`src/core/esf_pkg.sv`:
```
// Purpose: Shared constants and types of the encoder speed feedback block
// Assumes: 40 MHz system clock, 32-bit APB register bus
// Notes:   Setting ranges and reset values sit here once; logic uses names only
package esf_pkg;

	////////////////////////////////////////////////////////////////////////////
	// Timing
	localparam int unsigned CLK_PERIOD_NS    = 25;
	localparam int unsigned TICK_PERIOD_NS   = 2_000_000;
	localparam int unsigned TICK_CYCLES      = (TICK_PERIOD_NS + CLK_PERIOD_NS - 1) / CLK_PERIOD_NS;
	localparam int unsigned GATE_MS          = 100;
	localparam int unsigned GATE_TICKS       = GATE_MS * 1_000_000 / TICK_PERIOD_NS;
	localparam int unsigned FAULT_UNIT_MS    = 100;
	localparam int unsigned FAULT_UNIT_TICKS = FAULT_UNIT_MS * 1_000_000 / TICK_PERIOD_NS;
	// Pulses per gate times this gives pulses per minute
	localparam int unsigned RPM_SCALE        = 60_000 / GATE_MS;

	////////////////////////////////////////////////////////////////////////////
	// Register offsets (byte addresses)
	localparam logic [7:0] OFS_MODE     = 8'h00;
	localparam logic [7:0] OFS_PPR      = 8'h04;
	localparam logic [7:0] OFS_POLES    = 8'h08;
	localparam logic [7:0] OFS_KP       = 8'h0C;
	localparam logic [7:0] OFS_KI       = 8'h10;
	localparam logic [7:0] OFS_LIMIT    = 8'h14;
	localparam logic [7:0] OFS_DISP_INT = 8'h18;
	localparam logic [7:0] OFS_FILT_TC  = 8'h1C;
	localparam logic [7:0] OFS_FTIME    = 8'h20;
	localparam logic [7:0] OFS_REACT    = 8'h24;
	localparam logic [7:0] OFS_DISP_SEL = 8'h28;
	localparam logic [7:0] OFS_SPEED_REF= 8'h2C;
	localparam logic [7:0] OFS_RPM      = 8'h30;
	localparam logic [7:0] OFS_DISPLAY  = 8'h34;
	localparam logic [7:0] OFS_CORR     = 8'h38;
	localparam logic [7:0] OFS_FREQ     = 8'h3C;
	localparam logic [7:0] OFS_IRQ_STAT = 8'h40;
	localparam logic [7:0] OFS_IRQ_MASK = 8'h44;

	////////////////////////////////////////////////////////////////////////////
	// Ranges and reset values
	localparam logic [14:0] PPR_MIN      = 15'h0001;
	localparam logic [14:0] PPR_MAX      = 15'h4E20;
	localparam logic [14:0] PPR_RST      = 15'h0258;
	localparam logic [3:0]  POLE_MIN     = 4'h2;
	localparam logic [3:0]  POLE_MAX     = 4'hA;
	localparam logic [3:0]  POLE_RST     = 4'h4;
	localparam logic [9:0]  KP_MAX       = 10'h3E8;
	localparam logic [9:0]  KP_RST       = 10'h064;
	localparam logic [9:0]  KI_MAX       = 10'h3E8;
	localparam logic [9:0]  KI_RST       = 10'h00A;
	localparam logic [13:0] LIMIT_MAX    = 14'h2710;
	localparam logic [13:0] LIMIT_RST    = 14'h03E8;
	localparam logic [13:0] INTERVAL_MAX = 14'h270F;
	localparam logic [13:0] DISP_INT_RST = 14'h01F4;
	localparam logic [13:0] FILT_TC_RST  = 14'h0010;
	localparam logic [6:0]  FTIME_MAX    = 7'h64;
	localparam logic [6:0]  FTIME_RST    = 7'h0A;
	localparam logic [4:0]  DISP_SEL_SPD = 5'h0E;
	localparam int unsigned GAIN_DIV     = 100;
	localparam int unsigned FILT_FRAC    = 8;
	// Frequency in 0.01 Hz = rpm * poles * 100 / 120
	localparam int unsigned HZ_NUM       = 5;
	localparam int unsigned HZ_DEN       = 6;

	// Interrupt status bits
	localparam int unsigned IRQ_FAULT    = 0;
	localparam int unsigned IRQ_DISP     = 1;
	localparam int unsigned IRQ_BITS     = 2;

	////////////////////////////////////////////////////////////////////////////
	// Enumerations
	typedef enum logic [1:0] {MODE_OFF, MODE_SINGLE, MODE_FWD, MODE_REV} esf_mode_type;
	typedef enum logic [1:0] {REACT_RAMP, REACT_COAST, REACT_RUN, REACT_BAD} esf_react_type;

endpackage

```
`src/core/esf_div_if.sv`:
```
// Purpose: Request and answer bundle between the speed logic and its divider
// Assumes: One clock, start is a one-cycle pulse while the divider is idle
// Notes:   done pulses once with quotient valid
`timescale 1ns/1ps
interface esf_div_if #(parameter int W = 32);
	logic         start;
	logic [W-1:0] dividend;
	logic [W-1:0] divisor;
	logic [W-1:0] quotient;
	logic         done;
	modport req (output start, dividend, divisor, input quotient, done);
	modport div (input start, dividend, divisor, output quotient, done);
endinterface

```
`src/core/esf_divider.sv`:
```
// Purpose: Sequential unsigned restoring divider
// Assumes: Divisor zero yields an all-ones quotient
// Notes:   W+1 cycles from start to done
`timescale 1ns/1ps
module esf_divider
	import esf_pkg::*;
#(
	parameter int W = 32
) (
	input  wire logic SYS_CLK,
	input  wire logic ARST_N,
	esf_div_if.div    dv
);

	logic [W-1:0]         rem;
	logic [W-1:0]         quo;
	logic [W-1:0]         dsr;
	logic [$clog2(W+1):0] cnt;
	logic                 busy;
	logic [W:0]           trial;

	// One shift-subtract step
	assign trial = {rem, quo[W-1]} - {1'b0, dsr};

	////////////////////////////////////////////////////////////////////////////
	// Iteration
	always_ff @(posedge SYS_CLK or negedge ARST_N) begin
		if (!ARST_N) begin
			rem         <= '0;
			quo         <= '0;
			dsr         <= '0;
			cnt         <= '0;
			busy        <= 1'b0;
			dv.done     <= 1'b0;
			dv.quotient <= '0;
		end else begin
			dv.done <= 1'b0;
			if (dv.start && !busy) begin
				rem  <= '0;
				quo  <= dv.dividend;
				dsr  <= dv.divisor;
				cnt  <= ($clog2(W+1)+1)'(W);
				busy <= 1'b1;
			end else if (busy) begin
				if (!trial[W]) begin
					rem <= trial[W-1:0];
					quo <= {quo[W-2:0], 1'b1};
				end else begin
					rem <= {rem[W-2:0], quo[W-1]};
					quo <= {quo[W-2:0], 1'b0};
				end
				cnt <= cnt - 1'b1;
				if (cnt == 1) begin
					busy        <= 1'b0;
					dv.done     <= 1'b1;
					dv.quotient <= (trial[W]) ? {quo[W-2:0], 1'b0} : {quo[W-2:0], 1'b1};
				end
			end
		end
	end

endmodule

```
`src/core/esf_speed_feedback.sv`:
```
// Purpose: Encoder speed feedback, filter, display, PI correction and fault watch
// Assumes: Encoder and fault inputs synchronous to SYS_CLK; APB slave, no wait states
// Notes:   All slow work runs on a 2 ms tick from a divider
`timescale 1ns/1ps
module esf_speed_feedback
	import esf_pkg::*;
#(
	parameter int unsigned TICK_LEN = TICK_CYCLES
) (
	input  wire logic        SYS_CLK,
	input  wire logic        ARST_N,
	input  wire logic        PSEL,
	input  wire logic        PENABLE,
	input  wire logic        PWRITE,
	input  wire logic [7:0]  PADDR,
	input  wire logic [31:0] PWDATA,
	output logic      [31:0] PRDATA,
	output logic             PREADY,
	output logic             PSLVERR,
	input  wire logic        ENC_A,
	input  wire logic        ENC_B,
	input  wire logic        RUN_ACTIVE,
	input  wire logic        ANALOG_FB_ABNORMAL,
	output logic      [15:0] FREQ_CORR,
	output logic      [15:0] DISPLAY_VALUE,
	output logic             DISPLAY_VALID,
	output logic             FAULT_WARN,
	output logic             STOP_RAMP,
	output logic             STOP_COAST,
	output logic             IRQ
);

	typedef enum {SEQ_IDLE, SEQ_SPEED, SEQ_FILTER} esf_seq_type;

	esf_mode_type         enc_mode;
	logic [14:0]          ppr;
	logic [3:0]           poles;
	logic [9:0]           kp;
	logic [9:0]           ki;
	logic [13:0]          limit;
	logic [13:0]          disp_int;
	logic [13:0]          filt_tc;
	logic [6:0]           ftime;
	esf_react_type        react;
	logic [4:0]           disp_sel;
	logic [15:0]          speed_ref;
	logic [IRQ_BITS-1:0]  irq_stat;
	logic [IRQ_BITS-1:0]  irq_mask;

	logic                 wr_en;
	logic                 rd_setup;
	logic                 mapped;
	logic [31:0]          wd;
	logic [31:0]          next_prdata;

	logic [$clog2(TICK_LEN+1)-1:0] tick_cnt;
	logic                 tick;
	logic [7:0]           gate_cnt;
	logic                 gate_end;
	logic                 a_prev;
	logic                 a_rise;
	logic [15:0]          pulse_cnt;
	logic [15:0]          gate_pulses;
	logic                 dir_err;
	logic                 gate_dir_err;

	esf_seq_type          seq;
	logic                 spd_pend;
	logic                 flt_pend;
	logic                 flt_neg;
	logic [15:0]          rpm_raw;
	logic [23:0]          rpm_q;
	logic [15:0]          rpm_filt;
	logic signed [24:0]   flt_diff;
	logic [31:0]          freq_hz;

	logic signed [16:0]   err;
	logic signed [27:0]   p_term;
	logic signed [27:0]   i_step;
	logic signed [27:0]   integ;
	logic signed [27:0]   next_integ;
	logic signed [27:0]   corr_sum;
	logic signed [27:0]   lim_s;

	logic [13:0]          disp_cnt;
	logic [13:0]          fault_cnt;
	logic                 enc_abn;
	logic                 abnormal;
	logic                 fault;
	logic                 fault_q;

	esf_div_if #(.W(32)) dv ();

	esf_divider #(.W(32)) u_div (
		.SYS_CLK (SYS_CLK),
		.ARST_N  (ARST_N),
		.dv      (dv)
	);

	////////////////////////////////////////////////////////////////////////////
	// APB slave: no wait states, error on unmapped address
	assign wr_en    = PSEL && PENABLE && PWRITE;
	assign rd_setup = PSEL && !PENABLE && !PWRITE;
	assign wd       = PWDATA;
	assign PREADY   = 1'b1;
	assign PSLVERR  = PSEL && PENABLE && !mapped;
	assign mapped   = (PADDR[1:0] == 2'h0) && (PADDR <= OFS_IRQ_MASK);

	// Settings, out-of-range writes ignored
	always_ff @(posedge SYS_CLK or negedge ARST_N) begin
		if (!ARST_N) begin
			enc_mode  <= MODE_OFF;
			ppr       <= PPR_RST;
			poles     <= POLE_RST;
			kp        <= KP_RST;
			ki        <= KI_RST;
			limit     <= LIMIT_RST;
			disp_int  <= DISP_INT_RST;
			filt_tc   <= FILT_TC_RST;
			ftime     <= FTIME_RST;
			react     <= REACT_COAST;
			disp_sel  <= '0;
			speed_ref <= '0;
			irq_mask  <= '0;
		end else if (wr_en) begin
			unique case (PADDR)
				OFS_MODE: enc_mode <= esf_mode_type'(wd[1:0]);
				OFS_PPR: if (wd[14:0] >= PPR_MIN && wd[14:0] <= PPR_MAX && wd[31:15] == '0)
					ppr <= wd[14:0];
				OFS_POLES: if (wd[3:0] >= POLE_MIN && wd[3:0] <= POLE_MAX && !wd[0]
					&& wd[31:4] == '0)
					poles <= wd[3:0];
				OFS_KP: if (wd[9:0] <= KP_MAX && wd[31:10] == '0)
					kp <= wd[9:0];
				OFS_KI: if (wd[9:0] <= KI_MAX && wd[31:10] == '0)
					ki <= wd[9:0];
				OFS_LIMIT: if (wd[13:0] <= LIMIT_MAX && wd[31:14] == '0)
					limit <= wd[13:0];
				OFS_DISP_INT: if (wd[13:0] <= INTERVAL_MAX && wd[31:14] == '0)
					disp_int <= wd[13:0];
				OFS_FILT_TC: if (wd[13:0] <= INTERVAL_MAX && wd[31:14] == '0)
					filt_tc <= wd[13:0];
				OFS_FTIME: if (wd[6:0] <= FTIME_MAX && wd[31:7] == '0)
					ftime <= wd[6:0];
				OFS_REACT: if (wd[1:0] != REACT_BAD && wd[31:2] == '0)
					react <= esf_react_type'(wd[1:0]);
				OFS_DISP_SEL:  disp_sel  <= wd[4:0];
				OFS_SPEED_REF: speed_ref <= wd[15:0];
				OFS_IRQ_MASK:  irq_mask  <= wd[IRQ_BITS-1:0];
				default: ;
			endcase
		end
	end

	// Read mux, sampled in the setup cycle
	always_comb begin
		next_prdata = '0;
		unique case (PADDR)
			OFS_MODE:      next_prdata = {30'h0, enc_mode};
			OFS_PPR:       next_prdata = {17'h0, ppr};
			OFS_POLES:     next_prdata = {28'h0, poles};
			OFS_KP:        next_prdata = {22'h0, kp};
			OFS_KI:        next_prdata = {22'h0, ki};
			OFS_LIMIT:     next_prdata = {18'h0, limit};
			OFS_DISP_INT:  next_prdata = {18'h0, disp_int};
			OFS_FILT_TC:   next_prdata = {18'h0, filt_tc};
			OFS_FTIME:     next_prdata = {25'h0, ftime};
			OFS_REACT:     next_prdata = {30'h0, react};
			OFS_DISP_SEL:  next_prdata = {27'h0, disp_sel};
			OFS_SPEED_REF: next_prdata = {16'h0, speed_ref};
			OFS_RPM:       next_prdata = {16'h0, rpm_filt};
			OFS_DISPLAY:   next_prdata = {15'h0, DISPLAY_VALID, DISPLAY_VALUE};
			OFS_CORR:      next_prdata = {{16{FREQ_CORR[15]}}, FREQ_CORR};
			OFS_FREQ:      next_prdata = freq_hz;
			OFS_IRQ_STAT:  next_prdata = {30'h0, irq_stat};
			OFS_IRQ_MASK:  next_prdata = {30'h0, irq_mask};
			default:       next_prdata = '0;
		endcase
	end

	always_ff @(posedge SYS_CLK or negedge ARST_N) begin
		if (!ARST_N)
			PRDATA <= '0;
		else if (rd_setup)
			PRDATA <= next_prdata;
	end

	////////////////////////////////////////////////////////////////////////////
	// 2 ms tick and 100 ms gate
	assign tick     = (tick_cnt == ($clog2(TICK_LEN+1))'(TICK_LEN - 1));
	assign gate_end = tick && (gate_cnt == 8'(GATE_TICKS - 1));

	always_ff @(posedge SYS_CLK or negedge ARST_N) begin
		if (!ARST_N) begin
			tick_cnt <= '0;
			gate_cnt <= '0;
		end else begin
			tick_cnt <= tick ? '0 : tick_cnt + 1'b1;
			if (gate_end)
				gate_cnt <= '0;
			else if (tick)
				gate_cnt <= gate_cnt + 1'b1;
		end
	end

	// Pulse capture by mode; B level at A rise tells direction
	assign a_rise = ENC_A && !a_prev && (enc_mode != MODE_OFF);

	always_ff @(posedge SYS_CLK or negedge ARST_N) begin
		if (!ARST_N) begin
			a_prev       <= 1'b0;
			pulse_cnt    <= '0;
			gate_pulses  <= '0;
			dir_err      <= 1'b0;
			gate_dir_err <= 1'b0;
		end else begin
			a_prev <= ENC_A;
			if (gate_end) begin
				gate_pulses  <= pulse_cnt;
				gate_dir_err <= dir_err;
				pulse_cnt    <= '0;
				dir_err      <= 1'b0;
			end else if (a_rise) begin
				if (pulse_cnt != 16'hFFFF)
					pulse_cnt <= pulse_cnt + 1'b1;
				if ((enc_mode == MODE_FWD && ENC_B) || (enc_mode == MODE_REV && !ENC_B))
					dir_err <= 1'b1;
			end
		end
	end

	////////////////////////////////////////////////////////////////////////////
	// Divider sequencer: speed conversion and filter step
	assign flt_diff = $signed({1'b0, rpm_raw, FILT_FRAC'(0)}) - $signed({1'b0, rpm_q});

	always_ff @(posedge SYS_CLK or negedge ARST_N) begin
		if (!ARST_N) begin
			seq         <= SEQ_IDLE;
			spd_pend    <= 1'b0;
			flt_pend    <= 1'b0;
			flt_neg     <= 1'b0;
			dv.start    <= 1'b0;
			dv.dividend <= '0;
			dv.divisor  <= '0;
			rpm_raw     <= '0;
			rpm_q       <= '0;
		end else begin
			dv.start <= 1'b0;
			spd_pend <= gate_end || (spd_pend && !(seq == SEQ_IDLE));
			flt_pend <= tick || (flt_pend && !(seq == SEQ_IDLE && !spd_pend));
			unique case (seq)
				SEQ_IDLE: begin
					if (spd_pend) begin
						dv.start    <= 1'b1;
						dv.dividend <= 32'(gate_pulses) * 32'(RPM_SCALE);
						dv.divisor  <= 32'(ppr);
						seq         <= SEQ_SPEED;
					end else if (flt_pend) begin
						dv.start    <= 1'b1;
						flt_neg     <= flt_diff[24];
						dv.dividend <= 32'(flt_diff[24] ? -flt_diff : flt_diff);
						dv.divisor  <= 32'(filt_tc) + 32'd1;
						seq         <= SEQ_FILTER;
					end
				end
				SEQ_SPEED: if (dv.done) begin
					rpm_raw <= (dv.quotient[31:16] != '0) ? 16'hFFFF : dv.quotient[15:0];
					seq     <= SEQ_IDLE;
				end
				SEQ_FILTER: if (dv.done) begin
					rpm_q <= flt_neg ? rpm_q - dv.quotient[23:0] : rpm_q + dv.quotient[23:0];
					seq   <= SEQ_IDLE;
				end
			endcase
		end
	end

	assign rpm_filt = rpm_q[23:FILT_FRAC];
	assign freq_hz  = (32'(rpm_filt) * 32'(poles) * 32'(HZ_NUM)) / 32'(HZ_DEN);

	////////////////////////////////////////////////////////////////////////////
	// PI regulator on each tick
	assign err      = $signed({1'b0, speed_ref}) - $signed({1'b0, rpm_filt});
	assign lim_s    = $signed({14'h0, limit});
	assign p_term   = (28'(err) * $signed({18'h0, kp})) / $signed(28'(GAIN_DIV));
	assign i_step   = (28'(err) * $signed({18'h0, ki})) / $signed(28'(GAIN_DIV));
	assign corr_sum = p_term + integ;

	// Integrator clamped to the limit against windup
	always_comb begin
		next_integ = integ + i_step;
		if (next_integ > lim_s)
			next_integ = lim_s;
		else if (next_integ < -lim_s)
			next_integ = -lim_s;
	end

	always_ff @(posedge SYS_CLK or negedge ARST_N) begin
		if (!ARST_N) begin
			integ     <= '0;
			FREQ_CORR <= '0;
		end else if (enc_mode == MODE_OFF || !RUN_ACTIVE) begin
			integ     <= '0;
			FREQ_CORR <= '0;
		end else if (tick) begin
			integ <= next_integ;
			if (corr_sum > lim_s)
				FREQ_CORR <= 16'(lim_s);
			else if (corr_sum < -lim_s)
				FREQ_CORR <= 16'(-lim_s);
			else
				FREQ_CORR <= 16'(corr_sum);
		end
	end

	////////////////////////////////////////////////////////////////////////////
	// Display refresh
	always_ff @(posedge SYS_CLK or negedge ARST_N) begin
		if (!ARST_N) begin
			disp_cnt      <= '0;
			DISPLAY_VALUE <= '0;
			DISPLAY_VALID <= 1'b0;
		end else if (tick) begin
			if (disp_cnt >= disp_int) begin
				disp_cnt      <= '0;
				DISPLAY_VALID <= (disp_sel == DISP_SEL_SPD);
				DISPLAY_VALUE <= (disp_sel == DISP_SEL_SPD) ? rpm_filt : '0;
			end else begin
				disp_cnt <= disp_cnt + 1'b1;
			end
		end
	end

	////////////////////////////////////////////////////////////////////////////
	// Feedback fault supervision
	assign enc_abn  = RUN_ACTIVE && (enc_mode != MODE_OFF) && ((rpm_raw == '0) || gate_dir_err);
	assign abnormal = ANALOG_FB_ABNORMAL || enc_abn;

	always_ff @(posedge SYS_CLK or negedge ARST_N) begin
		if (!ARST_N) begin
			fault_cnt <= '0;
			fault     <= 1'b0;
		end else if (ftime == '0) begin
			fault_cnt <= '0;
			fault     <= 1'b0;
		end else begin
			if (!abnormal)
				fault_cnt <= '0;
			else if (tick && fault_cnt != 14'h3FFF)
				fault_cnt <= fault_cnt + 1'b1;
			if (abnormal && fault_cnt >= 14'(ftime) * 14'(FAULT_UNIT_TICKS))
				fault <= 1'b1;
			else if (!abnormal && wr_en && PADDR == OFS_IRQ_STAT && wd[IRQ_FAULT])
				fault <= 1'b0;
		end
	end

	// Reaction outputs
	assign FAULT_WARN = fault;
	assign STOP_RAMP  = fault && (react == REACT_RAMP);
	assign STOP_COAST = fault && (react == REACT_COAST);

	////////////////////////////////////////////////////////////////////////////
	// Interrupt status, set wins over write-one-to-clear
	always_ff @(posedge SYS_CLK or negedge ARST_N) begin
		if (!ARST_N) begin
			irq_stat <= '0;
		end else begin
			for (int i = 0; i < IRQ_BITS; i++) begin
				if (wr_en && PADDR == OFS_IRQ_STAT && wd[i])
					irq_stat[i] <= 1'b0;
			end
			if (fault && !fault_q)
				irq_stat[IRQ_FAULT] <= 1'b1;
			if (tick && disp_cnt >= disp_int)
				irq_stat[IRQ_DISP] <= 1'b1;
		end
	end

	// Fault level delayed one cycle for rise detection
	always_ff @(posedge SYS_CLK or negedge ARST_N) begin
		if (!ARST_N)
			fault_q <= 1'b0;
		else
			fault_q <= fault;
	end

	assign IRQ = |(irq_stat & irq_mask);

endmodule

```
`config.mk`:
```
export PLATFORM = sky130hd
export DESIGN_NAME = esf_speed_feedback
export DESIGN_NICKNAME = d
export VERILOG_FILES = /design/src/core/esf_pkg.sv /design/src/core/esf_div_if.sv /design/src/core/esf_divider.sv /design/src/core/esf_speed_feedback.sv
export SDC_FILE = /design/constraint.sdc
export NUM_CORES = 2
export LEC_CHECK = 0
export BUFFER_PORTS_ARGS = -buffer_cell sky130_fd_sc_hd__clkbuf_2
export CORE_MARGIN = 5
export CORE_UTILIZATION = 55
export CTS_CLUSTER_SIZE = 12
export DETAILED_ROUTE_END_ITERATION = 16
export GPL_ROUTABILITY_DRIVEN = 1
export PLACE_DENSITY = 0.69
export SLEW_MARGIN = 20
export SYNTH_ARGS = -nofsm -noshare
export SYNTH_HDL_FRONTEND = slang
export SYNTH_SLANG_ARGS = --single-unit
```
`constraint.sdc`:
```
create_clock -name SYS_CLK -period 61.3 [get_ports SYS_CLK]
set_input_delay 6.13 -clock SYS_CLK [delete_from_list [all_inputs] [get_ports SYS_CLK]]
set_output_delay 6.13 -clock SYS_CLK [all_outputs]
set_load 0.01 [all_outputs]
```
Yosys cells after proc, flatten, opt, wreduce, memory -nomap -nowiden

Index checks and enable logic that the tools add are counted.

Flip-flop bits (word level): 577
Word-level logic and storage cells: 288

Div/mod/pow operators: 3
Reductions and logical operators: 108
Add/sub/neg operators: 16
Bitwise operators: 3
Multiply operators: 6
Eq/ne operators: 32
Mux-type cells: 58
Order comparisons: 15

Operators by type and width:

| kind                  | number |
|---|---|
| $pmux 32 s18          | 1 |
| $mux 32               | 13 |
| $mux 16               | 9 |
| $mux 28               | 4 |
| $eq 8x6->1 const B    | 9 |
| $logic_not 32->1      | 2 |
| $pmux 32 s2           | 1 |
| $add 28x28->28        | 2 |
| $div 28x8->28 const B | 2 |
| $gt 28x15->1          | 2 |
| $lt 28x28->1          | 2 |
| $mul 17x11->28        | 2 |
| $mux 14               | 4 |
| $logic_and 1x1->1     | 39 |
| $reduce_and 3->1      | 11 |
| $sub 33x32->33        | 1 |
| $div 23x3->32 const B | 1 |
| $eq 32x1->1 const B   | 1 |
| $eq 32x2->1 const B   | 1 |
| $eq 8x5->1 const B    | 4 |
| $neg 25->32           | 1 |
| $logic_not 30->1      | 1 |
| $add 14x1->14 const B | 2 |
| $le 14x14->1 const B  | 2 |
| 60 further kinds      | 124 |

Longest topological paths before layout

Depth in word-level cells: 11
Gate-level depth with buffers: 146

By module

From an unflattened synthesis, not the netlist that was laid out.

Cells, all modules: 8039
Area, all modules: 67492.2 um2

By module, submodules not included:

| module             | sequential area each (um2) | instances | area each (um2) | cells an instance |
|---|---|---|---|---|
| esf_speed_feedback | 9616.7                     | 1         | 59907.5         | 7178 |
| esf_divider        | 3428.3                     | 1         | 7584.8          | 861 |

Worst setup path after synthesis

OpenSTA, ideal clock, no wires.

Path type: reg-to-reg
From: register rpm_q[9]
To: register FREQ_CORR[2]
Path buffers: 8
Cell stages (with the launch flop): 135
Data required time: 61177 ps
Setup time: 123 ps
Clock period less this slack: 28540 ps
Arrival time: 28416 ps
Slack: 32760 ps
Cell sequence: dfrtp_1 -> inv_1 -> ha_1 -> nor2b_1 -> o21ai_0 -> nand2b_1 -> a21o_1 -> a21o_1 -> a21o_1 -> a21o_1 -> a21o_1 -> a21o_1 -> a21o_1 -> a21o_1 -> a21o_1 -> a21o_1 -> a21o_1 -> a21oi_1 -> [99 not listed] -> o21ai_0 -> a21oi_1 -> o21ai_0 -> nand2b_1 -> a21oi_1 -> xor2_1 -> a21o_1 -> buf_2 -> nand2_1 -> ha_1 -> nand4_1 -> nor2_1 -> nor2_1 -> o21ai_0 -> clkbuf_1 -> mux2_2 -> o22ai_1 -> a21oi_1

Longest elaborated chain between the ends: 9
Elaborated cells between the ends (all ways): 10
Those cells by class: add/sub: 2; mul: 1; div: 1; order compare: 2; mux: 4

RTL lines:

| what                     | RTL line                  | RTL |
|---|---|---|
| start: declaration       | esf_speed_feedback.sv:72  | `logic [23:0] rpm_q;` |
| start signal: assignment | esf_speed_feedback.sv:271 | `rpm_q <= flt_neg ? rpm_q - dv.quotient[23:0] : rpm_q + dv.quotient[23:0];` |
| $sub 16x16->17 *         | esf_speed_feedback.sv:283 | `assign err = $signed({1'b0, speed_ref}) - $signed({1'b0, rpm_filt});` |
| $mul 17x11->28 *         | esf_speed_feedback.sv:285 | `assign p_term = (28'(err) * $signed({18'h0, kp})) / $signed(28'(GAIN_DIV));` |
| $div 28x8->28 *          | esf_speed_feedback.sv:285 |  |
| $add 28x28->28 *         | esf_speed_feedback.sv:287 | `assign corr_sum = p_term + integ;` |
| $lt 28x28->1             | esf_speed_feedback.sv:309 | `else if (corr_sum < -lim_s)` |
| $mux 16                  | esf_speed_feedback.sv:309 |  |
| $mux 16 *                | esf_speed_feedback.sv:307 | `if (corr_sum > lim_s)` |
| $mux 16 *                | esf_speed_feedback.sv:305 | `end else if (tick) begin` |
| $mux 16 *                | esf_speed_feedback.sv:302 | `end else if (enc_mode == MODE_OFF \|\| !RUN_ACTIVE) begin` |
| end signal: assignment   | esf_speed_feedback.sv:308 | `FREQ_CORR <= 16'(lim_s);` |
| end signal: assignment   | esf_speed_feedback.sv:310 | `FREQ_CORR <= 16'(-lim_s);` |
| end signal: assignment   | esf_speed_feedback.sv:312 | `FREQ_CORR <= 16'(corr_sum);` |
| end: declaration         | esf_speed_feedback.sv:24  | `output logic [15:0] FREQ_CORR,` |

Mark *: on every way between the ends. The rest lies on a longest branch, timed or not. The select of a mux whose other input is x is not followed.
A chain may end at the register's enable or synchronous reset.

Final worst setup path

From: register rpm_q[10]
To: register integ[19]

Longest elaborated chain between the ends: 9
Elaborated cells between the ends (all ways): 10
Those cells by class: add/sub: 2; mul: 1; div: 1; order compare: 2; mux: 4

RTL lines:

| what                   | RTL line                  | RTL |
|---|---|---|
| $sub 16x16->17 *       | esf_speed_feedback.sv:283 |  |
| $mul 17x11->28 *       | esf_speed_feedback.sv:286 | `assign i_step = (28'(err) * $signed({18'h0, ki})) / $signed(28'(GAIN_DIV));` |
| $div 28x8->28 *        | esf_speed_feedback.sv:286 |  |
| $add 28x28->28 *       | esf_speed_feedback.sv:291 | `next_integ = integ + i_step;` |
| $lt 28x28->1           | esf_speed_feedback.sv:294 | `else if (next_integ < -lim_s)` |
| $mux 28                | esf_speed_feedback.sv:294 |  |
| $mux 28 *              | esf_speed_feedback.sv:292 | `if (next_integ > lim_s)` |
| $mux 28 *              | esf_speed_feedback.sv:305 |  |
| $mux 28 *              | esf_speed_feedback.sv:302 |  |
| end signal: assignment | esf_speed_feedback.sv:306 | `integ <= next_integ;` |
| end: declaration       | esf_speed_feedback.sv:80  | `logic signed [27:0] integ;` |

Marks and branches as above.

==> impl_metrics.json <==
{
  "path_max_fanout": 35,
  "grt_pass1_vias": 55688,
  "antenna_cells": 0,
  "cpLargestDelayFamily": "compound AO/OA/AOI/OAI gates",
  "routed.top_layer": "met4",
  "final_cell_count_no_fill": 9162,
  "total_power_uw": 713,
  "htreeDepth": 2,
  "cts_tree": "yes",
  "grt_start_max_net_pins": 170,
  "clk_pin_slew_ns": 0.07,
  "multi_input_area_mm2": 0.0478,
  "ys_seq_area_frac": 0.196,
  "peakVddDrop_uv": 20.4,
  "routed_wl_um": 189000,
  "mostFrequentLayoutCell": "nand2_1",
  "synth_nets": 8610,
  "vias": 57347,
  "critPathRequiredTime_ns": 61.91,
  "max-slew-margin-rel": 0.243,
  "syn2layout_area_growth_pct": 5.70,
  "slew_viol_final": 0,
  "synth_top_area_frac": 0.185,
  "met1_length_um": 82400,
  "synth_edf_count": 0,
  "crit_top_cell": "a21o_1",
  "syn_area_per_cell_um2": 8.42,
  "drive_above_1_share": 0.0910,
  "drc": 0,
  "cts_resized": 0,
  "dieArea_mm2": 0.124,
  "path_class": "reg -> reg",
  "insertion_delay_ns": 0.68,
  "synth.distinct_cells": 161,
  "slowest_delay_ns": 0.86,
  "first_pass_iters": 6,
  "crit_arrival_ns": 35.85,
  "final-hold-violation-count": 0,
  "n_fill_cell": 10455,
  "initial_core_util": 0.555,
  "syn_area_mm2": 0.0645,
  "place_congestion": 0.978,
  "track_usage": 0.296,
  "wl_per_cell_um": 20.6,
  "post-route-period-util": 0.575,
  "finalSetupTns_ns": 0,
  "ys_seq_elements": 503,
  "finalClockSkew_ns": 0.0563,
  "leakage_uw": 0.0322,
  "placed_area_mm2": 0.0663,
  "tightest_slew_ns": 1.13,
  "met3_length_um": 15500,
  "fin_nets": 8536,
  "final_cell_mix": "nand2_1, inv_1, ha_1",
  "grt_pass1_wl_um": 304000,
  "final_cell_area_mm2": 0.0682,
  "clock_sinks": 503,
  "ys_warn_count": 0,
  "synth_largest_area_cell": "dfrtp_1",
  "min_path_type": "reg -> reg",
  "cts_buffer_depth": 3,
  "ys.flop_type": "dfrtp_1",
  "crit_slowest_cell": "clkinv_1",
  "core_mm2": 0.116,
  "initialDrtViolationCount": 5325,
  "rsz0062_at_grt": "no",
  "fmax_mhz": 28.4,
  "start_kind": "flip-flop",
  "seqCellArea_mm2": 0.0126,
  "wl_met2_um": 85200,
  "cts_buffers": 56,
  "die_h_um": 353,
  "powerDensity_mw_per_mm2": 10.5,
  "max_cap_viol_count": 0,
  "row_count": 125,
  "portBuffers": 118,
  "cts-root-buf": "clkbuf_16",
  "postCtsSetupRepairBufs": 0,
  "path_buf_inv": 8,
  "finalSetupViolCount": 0,
  "end_kind": "flip-flop",
  "fp.dieW_um": 353,
  "overflow": 0,
  "placed_cells": 9057,
  "status": "completed",
  "synthArstFlopShare": 1.00,
  "design.portCount": 120,
  "timing.final.crit_period_ns": 35.23,
  "synthCells": 7666,
  "drtAntennaViolNets": 0,
  "dp_hpwl_um": 147000,
  "synth_area_leaders": "dfrtp_1, fa_1, ha_1",
  "cts_hold_buf": 0,
  "vias_per_cell": 6.26,
  "antenna_found_initial": 2
}
sequential cells by signal, summed over array words and instances, names as in the netlist, 15 cells and up:
name	cells
integ	28
u_div.dv.quotient	32
pulse_cnt	16
gate_pulses	16
tick_cnt	17
dv.divisor	15
rpm_q	24
PRDATA	22
speed_ref	16
DISPLAY_VALUE	16
rpm_raw	16
dv.dividend	32
FREQ_CORR	16
u_div.quo	32
u_div.dsr	15
u_div.rem	32
ppr	15
layer usage:
layer | up-vias | track usage
met5 | - | 0
met4 | 0 | 0.0845
met3 | 351 | 0.0576
met2 | 2110 | 0.479
met1 | 27997 | 0.406
li1 | 26889 | -
cell type report:
type | instances | share of cell area
Inverter | 756 | 0.0416
Timing Repair Buffer | 198 | 0.0181
Sequential cell | 503 | 0.185
Multi-Input combinational cell | 6077 | 0.700
Tap cell | 1524 | 0.0280
Clock inverter | 22 | 0.00396
Clock buffer | 82 | 0.0232
worst paths after layout:
check | startpoint | endpoint | slack, ns | cells after the start
worst max-delay path | rpm_q[10] | integ[19] | 26.07 | 130
worst min-delay path | fault_q | irq_stat[0] | 0.45 | 1
worst max register to register | rpm_q[10] | integ[19] | 26.07 | 130
worst min register to register | fault_q | irq_stat[0] | 0.45 | 1
max in group asynchronous | ARST_N | integ[11] | 53.54 | 3
min in group asynchronous | ARST_N | PRDATA[10] | 5.52 | 1
Yosys cell counts (58+ instances only):
| library cell | number |
|---|---|
| xnor2_1 | 356 |
| nand2b_1 | 81 |
| clkbuf_1 | 247 |
| mux2_2 | 165 |
| and2_1 | 226 |
| o21ai_0 | 387 |
| o21bai_1 | 85 |
| and3_1 | 68 |
| a31oi_1 | 78 |
| nand4_1 | 85 |
| o21ai_1 | 58 |
| a21oi_1 | 477 |
| nor2_1 | 438 |
| fa_1 | 365 |
| nand3_1 | 138 |
| o21a_1 | 59 |
| nand2_1 | 763 |
| nor3_1 | 147 |
| ha_1 | 530 |
| a21o_1 | 152 |
| mux2i_1 | 105 |
| dfrtp_1 | 477 |
| xor2_1 | 169 |
| nor2b_1 | 100 |
| or3_1 | 60 |
| inv_1 | 750 |
| nor4_1 | 58 |
power breakdown:
| group | total [uW] | internal (uW) | switching (uW) | leakage (uW) |
|---|---|---|---|---|
| combinational | 30.9 | 7.17 | 23.7 | 0.0244 |
| clock | 348 | 200 | 148 | 0.000892 |
| sequential | 335 | 333 | 1.45 | 0.00688 |
stage by stage:
step	setup WS, ns	hold WS (ns)	util
after floorplan	32.76	0.400	-
after global placement	25.89	0.425	0.570
after detailed placement	25.83	0.433	0.570
after CTS	25.80	0.448	0.586
after global routing	23.38	0.470	0.586
final	26.07	0.449	0.586
cell families after synthesis:
| family | Yosys count | synth area share |
|---|---|---|
| fa+ha+maj | 908 | 0.218 |
| compound gates | 2048 | 0.221 |
| xor+xnor | 535 | 0.0740 |
| other cells | 1 | 0.0000581 |
| flops | 503 | 0.196 |
| mux | 280 | 0.0472 |
| simple gates | 2305 | 0.178 |
| buf+inv | 1086 | 0.0663 |
Note: power is estimated with default switching activity, not from simulation.
